$ cat src/hdl/pec_params.svh
// constants for the phy extended control register
`ifndef PEC_PARAMS_SVH
`define PEC_PARAMS_SVH
`define PEC_REG_ADDR 5'h10
`define PEC_BIT_UNLOCK 15
`define PEC_ADDR_MSB 10
`define PEC_ADDR_LSB 6
`define PEC_BIT_SCR_TEST 5
`define PEC_BIT_NRZI 3
`define PEC_BIT_INVALID 2
`define PEC_BIT_SCR_DIS 0
`define PEC_RST_UNLOCK 1'h0
`define PEC_RST_SCR_TEST 1'h0
`define PEC_RST_NRZI 1'h1
`define PEC_RST_INVALID 1'h0
`define PEC_RST_SCR_DIS 1'h0
`define PEC_RST_ADDR 5'h00
`define PEC_RSV_HI_MSB 14
`define PEC_RSV_HI_LSB 11
`define PEC_BIT_RSV4 4
`define PEC_BIT_RSV1 1
`define PEC_ZERO16 16'h0000
`endif

$ cat src/hdl/pec_pkg.sv
// types for the phy extended control register
package pec_pkg;
	typedef logic [15:0] pec_word_t;
	typedef logic [4:0] pec_sym_t;
	typedef logic [3:0] pec_nib_t;
endpackage

$ cat src/hdl/pec_ext_ctrl.sv
// phy extended control register with strap latch and transmit coding controls
// Operation
// [RULE1] writing one to bit 15 unlocks protected bits for the next write
// [RULE2] unlock bit clears itself after the next management write completes
// [RULE3] management must set the unlock again before each further protected write
// [RULE4] reserved bits 14 to 11, 4 and 1 always read zero
// [RULE5] management writes default values into reserved bits
// [RULE6] bits 10 to 6 read the five bit management address, msb at 10
// [RULE7] address straps are sampled and latched during hardware reset; the code latches them on the first clock after release
// [RULE8] software reset leaves the latched address untouched
// [RULE9] bit 5 forces descrambler out of lock; resets to zero
// [RULE10] bit 3 selects nrz or nrzi at 100 mbps; resets to one
// [RULE11] bit 2 clear keeps standard 4b/5b translation; resets to zero
// [RULE12] invalid mode with tx error maps nibbles 0 to 7 to zero-led symbols
// [RULE13] invalid mode maps 8 to b onto 00000 01101 01100 10001
// [RULE14] invalid mode maps c to f onto 10000 11001 11000 11111
// [RULE15] bit 0 bypasses scrambler and descrambler; resets to zero
// [RULE16] scrambler controls act only in 100 mbps operation
// [RULE17] at 10 mbps bits stay readable and writable without effect
`timescale 1ns/1ps
`include "pec_params.svh"
module pec_ext_ctrl (
	input wire logic ref_clk_in,
	input wire logic nrst_in,
	input wire logic soft_rst_in,
	input wire logic mgmt_wr_in,
	input wire logic mgmt_rd_in,
	input wire logic [4:0] mgmt_reg_in,
	input wire logic [15:0] mgmt_wdata_in,
	output logic [15:0] mgmt_rdata_out,
	output logic override_unlock_out,
	input wire logic address_strap_msb_in,
	input wire logic address_strap_bit3_in,
	input wire logic address_strap_bit2_in,
	input wire logic address_strap_bit1_in,
	input wire logic address_strap_lsb_in,
	output logic [4:0] phy_addr_out,
	input wire logic speed_100_in,
	input wire logic [3:0] tx_nibble_in,
	input wire logic tx_er_in,
	input wire logic [4:0] tx_std_sym_in,
	output logic [4:0] tx_sym_out,
	output logic nrzi_sel_out,
	output logic scr_bypass_out,
	output logic descr_unlock_out
);
	// reset-domain state
	logic unlock_r, unlock_nxt;
	logic scr_test_r, scr_test_nxt;
	logic nrzi_r, nrzi_nxt;
	logic invalid_r, invalid_nxt;
	logic scr_dis_r, scr_dis_nxt;
	logic [4:0] addr_r, addr_nxt;
	logic strap_done_r, strap_done_nxt;
	logic [4:0] strap_s1_r, strap_s2_r;
	logic [15:0] rdata_r, rdata_nxt;
	logic [4:0] sym_r, sym_nxt;
	logic hit;

	// 4b/5b test translation for forced invalid codes
	function automatic pec_pkg::pec_sym_t inv_map(input pec_pkg::pec_nib_t n);
		case (n)
			4'h8: inv_map = 5'h00; // see [RULE13]
			4'h9: inv_map = 5'h0D;
			4'hA: inv_map = 5'h0C;
			4'hB: inv_map = 5'h11;
			4'hC: inv_map = 5'h10; // see [RULE14]
			4'hD: inv_map = 5'h19;
			4'hE: inv_map = 5'h18;
			4'hF: inv_map = 5'h1F;
			default: inv_map = {1'h0, n}; // see [RULE12]
		endcase
	endfunction

	assign hit = (mgmt_reg_in == `PEC_REG_ADDR);

	// strap pins are asynchronous to us, so two flops first; they carry no reset so they
	// keep sampling the pins while hardware reset is held, which needs at least two edges
	always_ff @(posedge ref_clk_in) begin
		strap_s1_r <= {address_strap_msb_in, address_strap_bit3_in, address_strap_bit2_in,
			address_strap_bit1_in, address_strap_lsb_in};
		strap_s2_r <= strap_s1_r;
	end

	// next-state logic for control bits and address
	always_comb begin
		unlock_nxt = unlock_r;
		scr_test_nxt = scr_test_r;
		nrzi_nxt = nrzi_r;
		invalid_nxt = invalid_r;
		scr_dis_nxt = scr_dis_r;
		addr_nxt = addr_r;
		strap_done_nxt = strap_done_r;
		// latch straps once after hardware reset release, when synced
		if (!strap_done_r) begin
			addr_nxt = strap_s2_r; // see [RULE7]
			strap_done_nxt = 1'h1;
		end
		// any management write consumes a pending unlock
		if (mgmt_wr_in && unlock_r) begin
			unlock_nxt = 1'h0; // see [RULE2]
		end
		if (mgmt_wr_in && hit) begin
			// writing here while unlocked still consumes it; a set in that write does not re-arm
			if (!unlock_r) begin
				unlock_nxt = mgmt_wdata_in[`PEC_BIT_UNLOCK]; // see [RULE1]
			end
			scr_test_nxt = mgmt_wdata_in[`PEC_BIT_SCR_TEST];
			nrzi_nxt = mgmt_wdata_in[`PEC_BIT_NRZI];
			invalid_nxt = mgmt_wdata_in[`PEC_BIT_INVALID];
			scr_dis_nxt = mgmt_wdata_in[`PEC_BIT_SCR_DIS];
		end
		// soft reset restores defaults but not the address
		if (soft_rst_in) begin
			unlock_nxt = `PEC_RST_UNLOCK;
			scr_test_nxt = `PEC_RST_SCR_TEST;
			nrzi_nxt = `PEC_RST_NRZI;
			invalid_nxt = `PEC_RST_INVALID;
			scr_dis_nxt = `PEC_RST_SCR_DIS; // see [RULE8]
		end
	end

	// register the control state
	always_ff @(posedge ref_clk_in or negedge nrst_in) begin
		if (!nrst_in) begin
			unlock_r <= `PEC_RST_UNLOCK;
			scr_test_r <= `PEC_RST_SCR_TEST;
			nrzi_r <= `PEC_RST_NRZI;
			invalid_r <= `PEC_RST_INVALID;
			scr_dis_r <= `PEC_RST_SCR_DIS;
			addr_r <= `PEC_RST_ADDR;
			strap_done_r <= 1'h0;
		end else begin
			unlock_r <= unlock_nxt;
			scr_test_r <= scr_test_nxt;
			nrzi_r <= nrzi_nxt;
			invalid_r <= invalid_nxt;
			scr_dis_r <= scr_dis_nxt;
			addr_r <= addr_nxt;
			strap_done_r <= strap_done_nxt;
		end
	end

	// read data and transmit symbol next values
	always_comb begin
		rdata_nxt = rdata_r;
		if (mgmt_rd_in) begin
			rdata_nxt = `PEC_ZERO16; // see [RULE4]
			if (hit) begin
				rdata_nxt[`PEC_BIT_UNLOCK] = unlock_r;
				rdata_nxt[`PEC_ADDR_MSB:`PEC_ADDR_LSB] = addr_r; // see [RULE6]
				rdata_nxt[`PEC_BIT_SCR_TEST] = scr_test_r;
				rdata_nxt[`PEC_BIT_NRZI] = nrzi_r;
				rdata_nxt[`PEC_BIT_INVALID] = invalid_r;
				rdata_nxt[`PEC_BIT_SCR_DIS] = scr_dis_r; // see [RULE17]
			end
		end
		// forced codes only on the 100 mbps path
		if (speed_100_in && invalid_r && tx_er_in) begin
			sym_nxt = inv_map(tx_nibble_in);
		end else begin
			sym_nxt = tx_std_sym_in; // see [RULE11]
		end
	end

	// register read data and symbol
	always_ff @(posedge ref_clk_in or negedge nrst_in) begin
		if (!nrst_in) begin
			rdata_r <= `PEC_ZERO16;
			sym_r <= 5'h00;
		end else begin
			rdata_r <= rdata_nxt;
			sym_r <= sym_nxt;
		end
	end

	// controls gated by speed; 10 mbps path sees none of them
	assign nrzi_sel_out = speed_100_in ? nrzi_r : 1'h0; // see [RULE10]
	assign scr_bypass_out = speed_100_in & scr_dis_r; // see [RULE15] see [RULE16]
	assign descr_unlock_out = speed_100_in & scr_test_r; // see [RULE9]
	assign override_unlock_out = unlock_r;
	assign phy_addr_out = addr_r;
	assign mgmt_rdata_out = rdata_r;
	assign tx_sym_out = sym_r;

	property p_unlock_once;
		@(posedge ref_clk_in) disable iff (!nrst_in)
		(unlock_r && mgmt_wr_in && !soft_rst_in) |=> !unlock_r;
	endproperty
	a_unlock_once: assert property (p_unlock_once) else $error("unlock survived a write"); // see [RULE2]

	property p_unlock_set;
		@(posedge ref_clk_in) disable iff (!nrst_in)
		(!unlock_r && mgmt_wr_in && hit && mgmt_wdata_in[`PEC_BIT_UNLOCK] && !soft_rst_in) |=> unlock_r;
	endproperty
	a_unlock_set: assert property (p_unlock_set) else $error("unlock not set"); // see [RULE1]

	property p_reserved_zero;
		@(posedge ref_clk_in) disable iff (!nrst_in)
		$past(mgmt_rd_in) |-> (rdata_r[`PEC_RSV_HI_MSB:`PEC_RSV_HI_LSB] == 4'h0
			&& rdata_r[`PEC_BIT_RSV4] == 1'h0 && rdata_r[`PEC_BIT_RSV1] == 1'h0);
	endproperty
	a_reserved_zero: assert property (p_reserved_zero) else $error("reserved bit read nonzero"); // see [RULE4]

	property p_addr_read;
		@(posedge ref_clk_in) disable iff (!nrst_in)
		(nrst_in && mgmt_rd_in && hit) |=> rdata_r[`PEC_ADDR_MSB:`PEC_ADDR_LSB] == $past(addr_r);
	endproperty
	a_addr_read: assert property (p_addr_read) else $error("address field wrong"); // see [RULE6]

	property p_addr_stable;
		@(posedge ref_clk_in) disable iff (!nrst_in)
		strap_done_r |=> $stable(addr_r);
	endproperty
	a_addr_stable: assert property (p_addr_stable) else $error("address changed after latch"); // see [RULE8]

	property p_strap_latch;
		@(posedge ref_clk_in) disable iff (!nrst_in)
		(nrst_in && !strap_done_r) |=> (addr_r == $past(strap_s2_r)) && strap_done_r;
	endproperty
	a_strap_latch: assert property (p_strap_latch) else $error("strap not latched"); // see [RULE7]

	property p_invalid_map;
		@(posedge ref_clk_in) disable iff (!nrst_in)
		(speed_100_in && invalid_r && tx_er_in && tx_nibble_in == 4'hD) |=> tx_sym_out == 5'h19;
	endproperty
	a_invalid_map: assert property (p_invalid_map) else $error("bad invalid symbol"); // see [RULE14]

	property p_low_nibble;
		@(posedge ref_clk_in) disable iff (!nrst_in)
		(speed_100_in && invalid_r && tx_er_in && !tx_nibble_in[3]) |=> tx_sym_out == {1'h0, $past(tx_nibble_in)};
	endproperty
	a_low_nibble: assert property (p_low_nibble) else $error("low nibble not passed"); // see [RULE12]

	property p_standard;
		@(posedge ref_clk_in) disable iff (!nrst_in)
		(nrst_in && (!invalid_r || !speed_100_in)) |=> tx_sym_out == $past(tx_std_sym_in);
	endproperty
	a_standard: assert property (p_standard) else $error("standard code not used"); // see [RULE11] see [RULE17]

	property p_speed_gate;
		@(posedge ref_clk_in) disable iff (!nrst_in)
		!speed_100_in |-> !scr_bypass_out && !descr_unlock_out && !nrzi_sel_out;
	endproperty
	a_speed_gate: assert property (p_speed_gate) else $error("control active at 10 mbps"); // see [RULE16]

	property p_unlock_hold;
		@(posedge ref_clk_in) disable iff (!nrst_in)
		(unlock_r && !mgmt_wr_in && !soft_rst_in) |=> unlock_r;
	endproperty
	a_unlock_hold: assert property (p_unlock_hold) else $error("unlock lost without a write"); // see [RULE1]

	property p_unlock_read;
		@(posedge ref_clk_in) disable iff (!nrst_in)
		(nrst_in && mgmt_rd_in && hit) |=> rdata_r[`PEC_BIT_UNLOCK] == $past(unlock_r);
	endproperty
	a_unlock_read: assert property (p_unlock_read) else $error("unlock bit read wrong"); // see [RULE1]

	property p_soft_addr;
		@(posedge ref_clk_in) disable iff (!nrst_in)
		(soft_rst_in && strap_done_r) |=> addr_r == $past(addr_r);
	endproperty
	a_soft_addr: assert property (p_soft_addr) else $error("soft reset moved the address"); // see [RULE8]

	property p_ctrl_write;
		@(posedge ref_clk_in) disable iff (!nrst_in)
		(nrst_in && mgmt_wr_in && hit && !soft_rst_in) |=> (nrzi_r == $past(mgmt_wdata_in[`PEC_BIT_NRZI]))
			&& (invalid_r == $past(mgmt_wdata_in[`PEC_BIT_INVALID]));
	endproperty
	a_ctrl_write: assert property (p_ctrl_write) else $error("coding bits not written"); // see [RULE10] see [RULE11]

	property p_nrzi_out;
		@(posedge ref_clk_in) disable iff (!nrst_in)
		speed_100_in |-> nrzi_sel_out == nrzi_r;
	endproperty
	a_nrzi_out: assert property (p_nrzi_out) else $error("line coding select wrong"); // see [RULE10]

	property p_bypass_out;
		@(posedge ref_clk_in) disable iff (!nrst_in)
		speed_100_in |-> scr_bypass_out == scr_dis_r;
	endproperty
	a_bypass_out: assert property (p_bypass_out) else $error("scrambler bypass wrong"); // see [RULE15]

	property p_descr_out;
		@(posedge ref_clk_in) disable iff (!nrst_in)
		speed_100_in |-> descr_unlock_out == scr_test_r;
	endproperty
	a_descr_out: assert property (p_descr_out) else $error("descrambler test wrong"); // see [RULE9]

	property p_err_off;
		@(posedge ref_clk_in) disable iff (!nrst_in)
		(nrst_in && !tx_er_in) |=> tx_sym_out == $past(tx_std_sym_in);
	endproperty
	a_err_off: assert property (p_err_off) else $error("forced code without tx error"); // see [RULE11]

	property p_nibble_b;
		@(posedge ref_clk_in) disable iff (!nrst_in)
		(speed_100_in && invalid_r && tx_er_in && tx_nibble_in == 4'hB) |=> tx_sym_out == 5'h11;
	endproperty
	a_nibble_b: assert property (p_nibble_b) else $error("bad symbol for nibble b"); // see [RULE13]

	property p_nibble_f;
		@(posedge ref_clk_in) disable iff (!nrst_in)
		(speed_100_in && invalid_r && tx_er_in && tx_nibble_in == 4'hF) |=> tx_sym_out == 5'h1F;
	endproperty
	a_nibble_f: assert property (p_nibble_f) else $error("bad symbol for nibble f"); // see [RULE14]
endmodule // pec_ext_ctrl

$ cat config.mk
export PLATFORM = sky130hd
export DESIGN_NAME = pec_ext_ctrl
export DESIGN_NICKNAME = d
export VERILOG_FILES = /design/src/hdl/pec_pkg.sv /design/src/hdl/pec_ext_ctrl.sv
export VERILOG_INCLUDE_DIRS = /design/src /design/src/hdl
export SDC_FILE = /design/constraint.sdc
export NUM_CORES = 1
export LEC_CHECK = 0
export BUFFER_PORTS_ARGS = -buffer_cell sky130_fd_sc_hd__buf_4
export CAP_MARGIN = 20
export CORE_ASPECT_RATIO = 0.75
export CORE_MARGIN = 5
export CORE_UTILIZATION = 43
export DETAILED_ROUTE_END_ITERATION = 10
export HOLD_SLACK_MARGIN = 0.06
export PLACE_DENSITY = 0.75
export SETUP_SLACK_MARGIN = 0.1
export SYNTH_ARGS = -nofsm -noshare
export SYNTH_HDL_FRONTEND = slang
export SYNTH_SLANG_ARGS = --single-unit
export TNS_END_PERCENT = 20
$ cat constraint.sdc
create_clock -name ref_clk_in -period 1.2 [get_ports ref_clk_in]
set_input_delay 0.24 -clock ref_clk_in [delete_from_list [all_inputs] [get_ports ref_clk_in]]
set_output_delay 0.24 -clock ref_clk_in [all_outputs]
set_load 0.005 [all_outputs]
Yosys cells after proc, flatten, opt, wreduce, memory -nomap -nowiden

Cells that the tools add are included.

Add/subtract/negate cells: 0
Multipliers: 0
Div/mod/pow operators: 0
Magnitude comparators: 0
Equality and inequality tests: 9
Shift-type cells: 0
Mux-type cells: 19
Bitwise operators: 2
Reduce and logical (&&, ||, !) cells: 5

Operator list:

| kind                                  | number |
|---|---|
| 5-bit one-hot mux with 8 select lines | 1 |
| 4-bit == test, second input constant  | 8 |
| 1-bit two-way mux                     | 15 |
| 6-bit two-way mux                     | 1 |
| 5-bit == test, second input constant  | 1 |
| 5-bit two-way mux                     | 1 |
| 1-bit logical AND                     | 4 |
| 1-bit AND                             | 2 |
| 2-bit two-way mux                     | 1 |
| 2-bit nonzero test                    | 1 |

Bits in registers: 36
Latch bits: 0
Bits in writable memories: 0
Bits in read-only memories: 0
Input port bits: 42
Output and inout bits: 30
Logic and storage cells: 46
Memories: 0

Longest topological paths before layout

Gate-level depths: netlist of run 1.

Word-level depth: 5
Mapped depth: 4
Depth with buffers taken out: 3

Worst setup path before layout of run 1

Ideal clock, no wire load.

Path kind: register to register
Start: register invalid_r
End: register sym_r[0], in the netlist tx_sym_out[0]
Setup time: 0.125 ns
Data arrival time: 0.855 ns
Data required time: 1.075 ns
Setup slack: 0.220 ns
Stages on the path, launching flop included: 3
Buffers on the path: 0
Clock period less this slack: 0.980 ns
Cells stage by stage: dfrtp_1 nand3_2 mux2_2

Cells in the longest elaborated chain, start to end: 3

RTL lines:

| item                            | RTL line            | source |
|---|---|---|
| start: declaration              | pec_ext_ctrl.sv:51  | `logic invalid_r, invalid_nxt;` |
| start signal: assignment        | pec_ext_ctrl.sv:129 | `` invalid_r <= `PEC_RST_INVALID; `` |
| start signal: assignment        | pec_ext_ctrl.sv:137 | `invalid_r <= invalid_nxt;` |
| 1-bit logical AND (2 in series) | pec_ext_ctrl.sv:159 | `if (speed_100_in && invalid_r && tx_er_in) begin` |
| 5-bit two-way mux               | pec_ext_ctrl.sv:159 |  |
| net sym_nxt[0]                  | pec_ext_ctrl.sv:57  | `logic [4:0] sym_r, sym_nxt;` |
| end signal: assignment          | pec_ext_ctrl.sv:173 | `sym_r <= sym_nxt;` |
| end: declaration                | pec_ext_ctrl.sv:57  |  |

The timed path passes the listed nets, and every way through them passes these cells.
A chain may end at the register's enable or synchronous reset.

Worst setup path in the final report of run 1

Start: register nrzi_r
End: output port nrzi_sel_out

Cells in the longest elaborated chain, start to end: 1

RTL lines:

| item                     | RTL line            | source |
|---|---|---|
| start: declaration       | pec_ext_ctrl.sv:50  | `logic nrzi_r, nrzi_nxt;` |
| start signal: assignment | pec_ext_ctrl.sv:128 | `` nrzi_r <= `PEC_RST_NRZI; `` |
| start signal: assignment | pec_ext_ctrl.sv:136 | `nrzi_r <= nrzi_nxt;` |
| 1-bit two-way mux        | pec_ext_ctrl.sv:178 | `assign nrzi_sel_out = speed_100_in ? nrzi_r : 1'h0;` |
| end: declaration         | pec_ext_ctrl.sv:43  | `output logic nrzi_sel_out,` |

Every way passes these cells.

==> results.rst, run 1 <==
.. list-table::
   :header-rows: 1

   * - Metric
     - Value
   * - Proportion of layout cells with a drive suffix above 1
     - 41.8%
   * - Unrepaired setup endpoints after global routing
     - yes
   * - Initial antenna violation count
     - 0
   * - WL/cell
     - 14.5 um
   * - Number of antenna repair diodes
     - 0
   * - Number of enable-type register cells in the synthesized netlist
     - 0
   * - Final-stage net count
     - 211
   * - Cell internal power dissipation
     - 1.88 mW
   * - Sum of net half-perimeters after detailed placement
     - 2280 um
   * - Failing checks
     - negative setup slack
   * - Leading cell types in the layout, fill and taps excluded
     - buf_4 (53), dfrtp_1 (25), a22o_1 (12)
   * - Number of buffers added by the clock tree synthesis step
     - 5
   * - Number of design rule violations left after detail routing
     - 0
   * - Core outline area
     - 0.00298 mm^2
   * - Number of maximum-capacitance constraint violations
     - 0
   * - Run status
     - complete, but fails checks
   * - Standard-cell rows
     - 17
   * - Minimum clock period after layout
     - 1280 ps
   * - Ys async rst share
     - 72.2%
   * - Setup WS post-layout
     - -78.5 ps
   * - Dominant combinational cell family by area after synthesis
     - simple AND/OR/NAND/NOR gates
   * - Floorplan die width
     - 74.8 um
   * - Share of total power in combinational logic
     - 10.4%
   * - Share of the clock period used by the worst path
     - 107%
   * - Finish-stage setup viols
     - 1
   * - Worst vdd rail ir drop
     - 0.716 mV
   * - Setup slack after placement
     - -1.18 ps
   * - Pin count of the biggest net entering global routing
     - 27
   * - Final weighted congestion in routability-driven placement
     - 0.680
   * - Clk root buf
     - clkbuf_8
   * - Detailed router's first-iteration violation count
     - 93
   * - Chip height
     - 58.6 um
   * - Setup TNS after final layout
     - -78.5 ps
   * - Count of distinct cell types in the synthesized netlist
     - 27
   * - Simple-gate portion of the synthesized area
     - 12.0%
   * - R2R depth
     - 2
   * - Clk Latency, worst-skew pair
     - 280 ps
   * - Register share of total power
     - 53.9%
   * - Number of vias after detailed routing
     - 1017
   * - CP required
     - 960 ps
   * - Critical path endpoint category
     - primary output
   * - Sw power
     - 0.504 mW
   * - Max FO, Critical Path
     - 2
   * - Detailed-router iteration count before antenna repair
     - 4
   * - Fmax
     - 782 MHz
   * - Share of the yosys chip area belonging to registers
     - 62.9%
   * - Number of instances on the worst hold path
     - 2
   * - Total I/O pin count
     - 72
   * - Final standard cell utilization of the core
     - 64.7%
   * - Proportion of synthesized area in mux cells
     - 7.94%
   * - Most frequent standard cell in the layout excluding fill and tap cells
     - buf_4
   * - Arrival time at the worst endpoint
     - 1040 ps
   * - Adder-cell share of the synthesized area
     - 0%
   * - Die footprint
     - 0.00439 mm^2
   * - Final hold violation count
     - 0
   * - Clock tree from TritonCTS
     - built
   * - Cell area after synthesis
     - 0.00136 mm^2
   * - Startpoint type of the worst setup path
     - register
   * - P_leak
     - 0.929 nW
   * - Setup slack of the most critical reg-to-reg path
     - 140 ps
   * - Via count of the first global-routing pass
     - 1008
   * - Via-to-Cell Ratio
     - 4.89
   * - Clock Sink Count
     - 36
   * - Worst clock skew
     - 2.32 ps
   * - Global-route usage over all layers
     - 14.2%
   * - Overflow after GRT
     - 0
   * - Post-synthesis xor/xnor area fraction
     - 0%
   * - Number of instances in the synthesized netlist
     - 105
   * - CTS HTree Levels
     - 2
   * - Area added between synthesis and finish
     - 42.2%
   * - Deepest clock path buffer count
     - 2
   * - Avg Inst Size Synth
     - 12.9 um^2
   * - Clock transition at the registers of the reported paths
     - 70 ps
   * - Switching part of the total
     - 21.2%
   * - Starting density of the core
     - 45.5%
   * - Part of the power in the clock network
     - 35.6%
   * - Number of pins exceeding their max-slew limit in the final report
     - 0
   * - Worst min-delay path class
     - in2reg
   * - Worst Path Class, Setup
     - reg2out
   * - Prevailing post-synth register cell
     - dfrtp_1
   * - Synth Area in Compound Gates
     - 11.4%
   * - Yosys reg bits
     - 36
   * - DRT Wirelength
     - 3030 um
   * - Global-route wire length before repair
     - 4690 um
   * - Power density normalized to cell area
     - 1240 mW/mm^2
   * - Total of warnings raised by yosys
     - 0
   * - Count of antenna-violating nets left after detailed routing
     - 0
   * - Total power draw
     - 2.38 mW
   * - Port buffer count
     - 54
==> kinds of logic after synthesis <==
logic type,after synthesis
compound gates,20
flops,36
buf+inv,10
simple gates,27
other cells,2
mux,10
==> cell type report <==
class	instances	area [um^2]
tap	38	47.5
sequential	36	852
timing repair buffer	61	480
multi-input combinational	64	453
fill	246	1050
inverter	1	3.75
clock buffer	8	90.1
==> per-layer routing <==
metal  wire length, um  part of all wire (%)  up-vias  GRT usage, %
li1                  -                     -      482             -
met1              1230                    41      490          18.5
met2              1490                    49       45          22.2
met3               305                    10        0          4.95
met4                 0                     0        0          4.57
met5                 0                     0        -             0
==> worst paths after layout <==
kind                                 end             start
setup / recovery            nrzi_sel_out            nrzi_r
hold / removal             tx_sym_out[4]  tx_std_sym_in[4]
setup reg to reg           tx_sym_out[0]         invalid_r
hold reg to reg            strap_s2_r[0]     strap_s1_r[0]
max in group asynchronous         nrzi_r           nrst_in
min in group asynchronous  tx_sym_out[1]           nrst_in
==> cell usage after synthesis (2+ instances only) <==
library cell	number	area, um^2
nand2b_1	6	37.5
and2_1	4	25.0
dfrtp_1	25	626
a21oi_1	3	15.0
dfxtp_1	10	200
a22o_1	12	105
and4_1	2	17.5
nand2_1	2	7.51
nor2_1	7	26.3
conb_1	2	7.51
mux2_2	6	67.6
buf_4	7	52.6
o21ai_0	2	10.0
mux2i_1	4	40.0
==> power groups by stage <==
| stage | Combinational (mW) | Sequential (mW) | Clock [mW] |
|---|---|---|---|
| floorplan | 0.0791 | 1.31 | 0 |
| global placement | 0.222 | 1.31 | 0 |
| detailed placement | 0.231 | 1.31 | 0 |
| CTS | 0.247 | 1.28 | 0.877 |
| finish | 0.248 | 1.28 | 0.849 |
| global route | 0.274 | 1.29 | 0.941 |
==> sequential cells by signal, summed over array words and instances, names as in the netlist <==
signal and flops:
phy_addr_out 5, override_unlock_out 1, scr_test_r 1, mgmt_rdata_out 10, strap_done_r 1, strap_s1_r 5
tx_sym_out 5, invalid_r 1, strap_s2_r 5, nrzi_r 1, scr_dis_r 1
==> per-stage QoR <==
step	cells	cell area [um^2]	hold slack, ps
floorplan	110	1370	-55.6
global placement	193	1760	161
detailed placement	193	1760	165
CTS	208	1920	173
global route	208	1930	174
finish	208	1930	180
==> timing repair <==
| action | CTS | global route |
|---|---|---|
| pin swaps | 3 | 0 |
| gates resized for setup | 0 | 3 |
| setup buffers | 1 | 0 |
| hold buffers | 6 | 0 |
| setup endpoints to repair | 3 | 4 |
| hold endpoints to repair | 30 | 0 |
==> critical path: stages, from the launching register on <==
cell	delay, ps
dfstp_2	550
and2_4	140
buf_6	80
Note: power is estimated with default switching activity, not from simulation.
==> run 2: changes to the inputs <==
- SKIP_CTS_REPAIR_TIMING: default -> 1
==> results.rst, run 2 (synthesized netlist as in run 1, its figures left out) <==
.. list-table::
   :header-rows: 1

   * - Metric
     - Value
   * - Run status
     - complete, but fails checks
   * - Failing checks
     - negative setup slack
   * - Proportion of layout cells with a drive suffix above 1
     - 41.7% (-0.098 points)
   * - Global-route usage over all layers
     - 14.2% (-0.036 points)
   * - Most frequent standard cell in the layout excluding fill and tap cells
     - buf_4
   * - Final weighted congestion in routability-driven placement
     - 0.680 (unchanged)
   * - Number of pins exceeding their max-slew limit in the final report
     - 0 (unchanged)
   * - Floorplan die width
     - 74.8 um (unchanged)
   * - R2R depth
     - 2 (unchanged)
   * - Clock transition at the registers of the reported paths
     - 70 ps (about the same)
   * - Standard-cell rows
     - 17 (unchanged)
   * - Unrepaired setup endpoints after global routing
     - yes
   * - WL/cell
     - 14.5 um (-0.40%)
   * - Initial antenna violation count
     - 0 (unchanged)
   * - Max FO, Critical Path
     - 3 (+1)
   * - Fmax
     - 774 MHz (-1.0%)
   * - Number of vias after detailed routing
     - 1013 (-0.39%)
   * - FILL cells
     - 248 (+0.81%)
   * - Worst Hold Margin
     - 66.7 ps (-113 ps)
   * - CP required
     - 960 ps (about the same)
   * - Pin count of the biggest net entering global routing
     - 27 (unchanged)
   * - Minimum clock period after layout
     - 1290 ps (+13.5 ps)
   * - Port buffer count
     - 54 (unchanged)
   * - Number of design rule violations left after detail routing
     - 0 (unchanged)
   * - Via-to-Cell Ratio
     - 4.92 (+0.57%)
   * - Worst min-delay path class
     - in2reg
   * - Clock tree from TritonCTS
     - built
   * - Clk root buf
     - clkbuf_8
   * - Area added between synthesis and finish
     - 40.9%
   * - Startpoint type of the worst setup path
     - register
   * - Count of antenna-violating nets left after detailed routing
     - 0 (unchanged)
   * - Number of antenna repair diodes
     - 0 (unchanged)
   * - Number of maximum-capacitance constraint violations
     - 0 (unchanged)
   * - Final hold violation count
     - 0 (unchanged)
   * - Via count of the first global-routing pass
     - 984 (-2.4%)
   * - DRT Wirelength
     - 2990 um (-1.4%)
   * - Finish-stage setup viols
     - 1 (unchanged)
   * - Setup WS post-layout
     - -92.0 ps (-13.5 ps)
   * - Design area
     - 0.00191 mm^2 (-0.91%)
   * - Chip height
     - 58.6 um (unchanged)
   * - Timing endpoint of the critical path
     - nrzi_sel_out
   * - Count of non-filler cells in the finished layout
     - 206 (-0.96%)
   * - CTS HTree Levels
     - 2 (unchanged)
   * - Number of flip-flops under the largest register name
     - 10 (unchanged)
   * - Core outline area
     - 0.00298 mm^2 (unchanged)
   * - Final-stage net count
     - 209 (-0.95%)
   * - Total I/O pin count
     - 72 (unchanged)
   * - Leading cell types in the layout, fill and taps excluded
     - buf_4 (52), dfrtp_1 (25), a22o_1 (12)
   * - Deepest clock path buffer count
     - 2 (unchanged)
   * - Share of the clock period used by the worst path
     - 108% (+1.1 points)
   * - P_leak
     - 0.921 nW (-0.90%)
   * - Power density normalized to cell area
     - 1240 mW/mm^2 (+0.67%)
   * - Critical path endpoint category
     - primary output
   * - Sum of net half-perimeters after detailed placement
     - 2280 um (unchanged)
   * - End of the worst register-to-register path
     - tx_sym_out[0]
   * - Area of placed instances
     - 0.00176 mm^2 (unchanged)
   * - Overflow after GRT
     - 0 (unchanged)
   * - Worst Path Class, Setup
     - reg2out
   * - Launch point of the critical path
     - nrzi_r
   * - Arrival time at the worst endpoint
     - 1050 ps (about the same)
   * - Global-route wire length before repair
     - 4690 um (-0.15%)
   * - Starting density of the core
     - 45.5% (unchanged)
   * - Die footprint
     - 0.00439 mm^2 (unchanged)
   * - Clk Latency, worst-skew pair
     - 280 ps (about the same)
   * - Total power draw
     - 2.38 mW (-0.25%)
   * - Setup slack of the most critical reg-to-reg path
     - 140 ps (about the same)
   * - Worst clock skew
     - 2.09 ps (-0.229 ps)
   * - Clock Sink Count
     - 36 (unchanged)
   * - Worst R2R Start
     - invalid_r
   * - Cells after DPL
     - 193 (unchanged)
   * - Detailed-router iteration count before antenna repair
     - 4 (unchanged)
   * - Worst vdd rail ir drop
     - 0.714 mV (-0.17%)
   * - Number of buffers added by the clock tree synthesis step
     - 5 (unchanged)
   * - Detailed router's first-iteration violation count
     - 118 (+27%)
   * - Setup slack after placement
     - -1.18 ps (unchanged)
## run 2: cell count changes in the layout (fill, tap and decap cells not counted), sizes merged
cell / delta
buf: -1
dlygate4sd3: -1
## run 2: metrics by stage
| stage | util, % | setup TNS, ps |
|---|---|---|
| floorplan | - | 0 |
| global placement | 59.1 | 0 |
| detailed placement | 59.1 | -1.18 |
| CTS | 62.1 | -128 |
| global route | 64.1 | -171 |
| finish | 64.1 | -92.0 |
## run 2: power breakdown
part | switching (mW) | internal (mW)
logic | 0.0949 | 0.150
clock network | 0.379 | 0.467
registers | 0.0265 | 1.26
total | 0.501 | 1.88
## run 2: layer usage
metal  routed length (um)  up-vias  GRT usage (%)  part of all wire (%)
li1                     -      478              -                     -
met1                 1220      494           18.5                    41
met2                 1470       41           21.8                    49
met3                  296        0           5.29                   9.9
met4                    0        0           4.57                     0
met5                    0        -              0                     0
## run 2: area by class of cell
cell class / count / area [um^2] / area share, %
Timing Repair Buffer: 59 / 463 / 24.2
Multi-Input combinational cell: 64 / 453 / 23.7
Sequential cell: 36 / 852 / 44.6
Clock buffer: 8 / 90.1 / 4.72
Inverter: 1 / 3.75 / 0.197
Tap cell: 38 / 47.5 / 2.49
## run 2: critical path, cell delays in order, from the launching register on
cell     delay [ps]
dfstp_2         550
and2_4          140
buf_6            80
## run 2: worst min path at each step
stage,start,end,slack (ps),cells past startpoint
floorplan,nrst_in,invalid_r,-60,0
global placement,nrst_in,mgmt_rdata_out[5],160,1
detailed placement,nrst_in,mgmt_rdata_out[5],170,1
CTS,nrst_in,tx_sym_out[1],-140,1
global route,address_strap_lsb_in,strap_s1_r[0],60,1
finish,address_strap_lsb_in,strap_s1_r[0],70,1
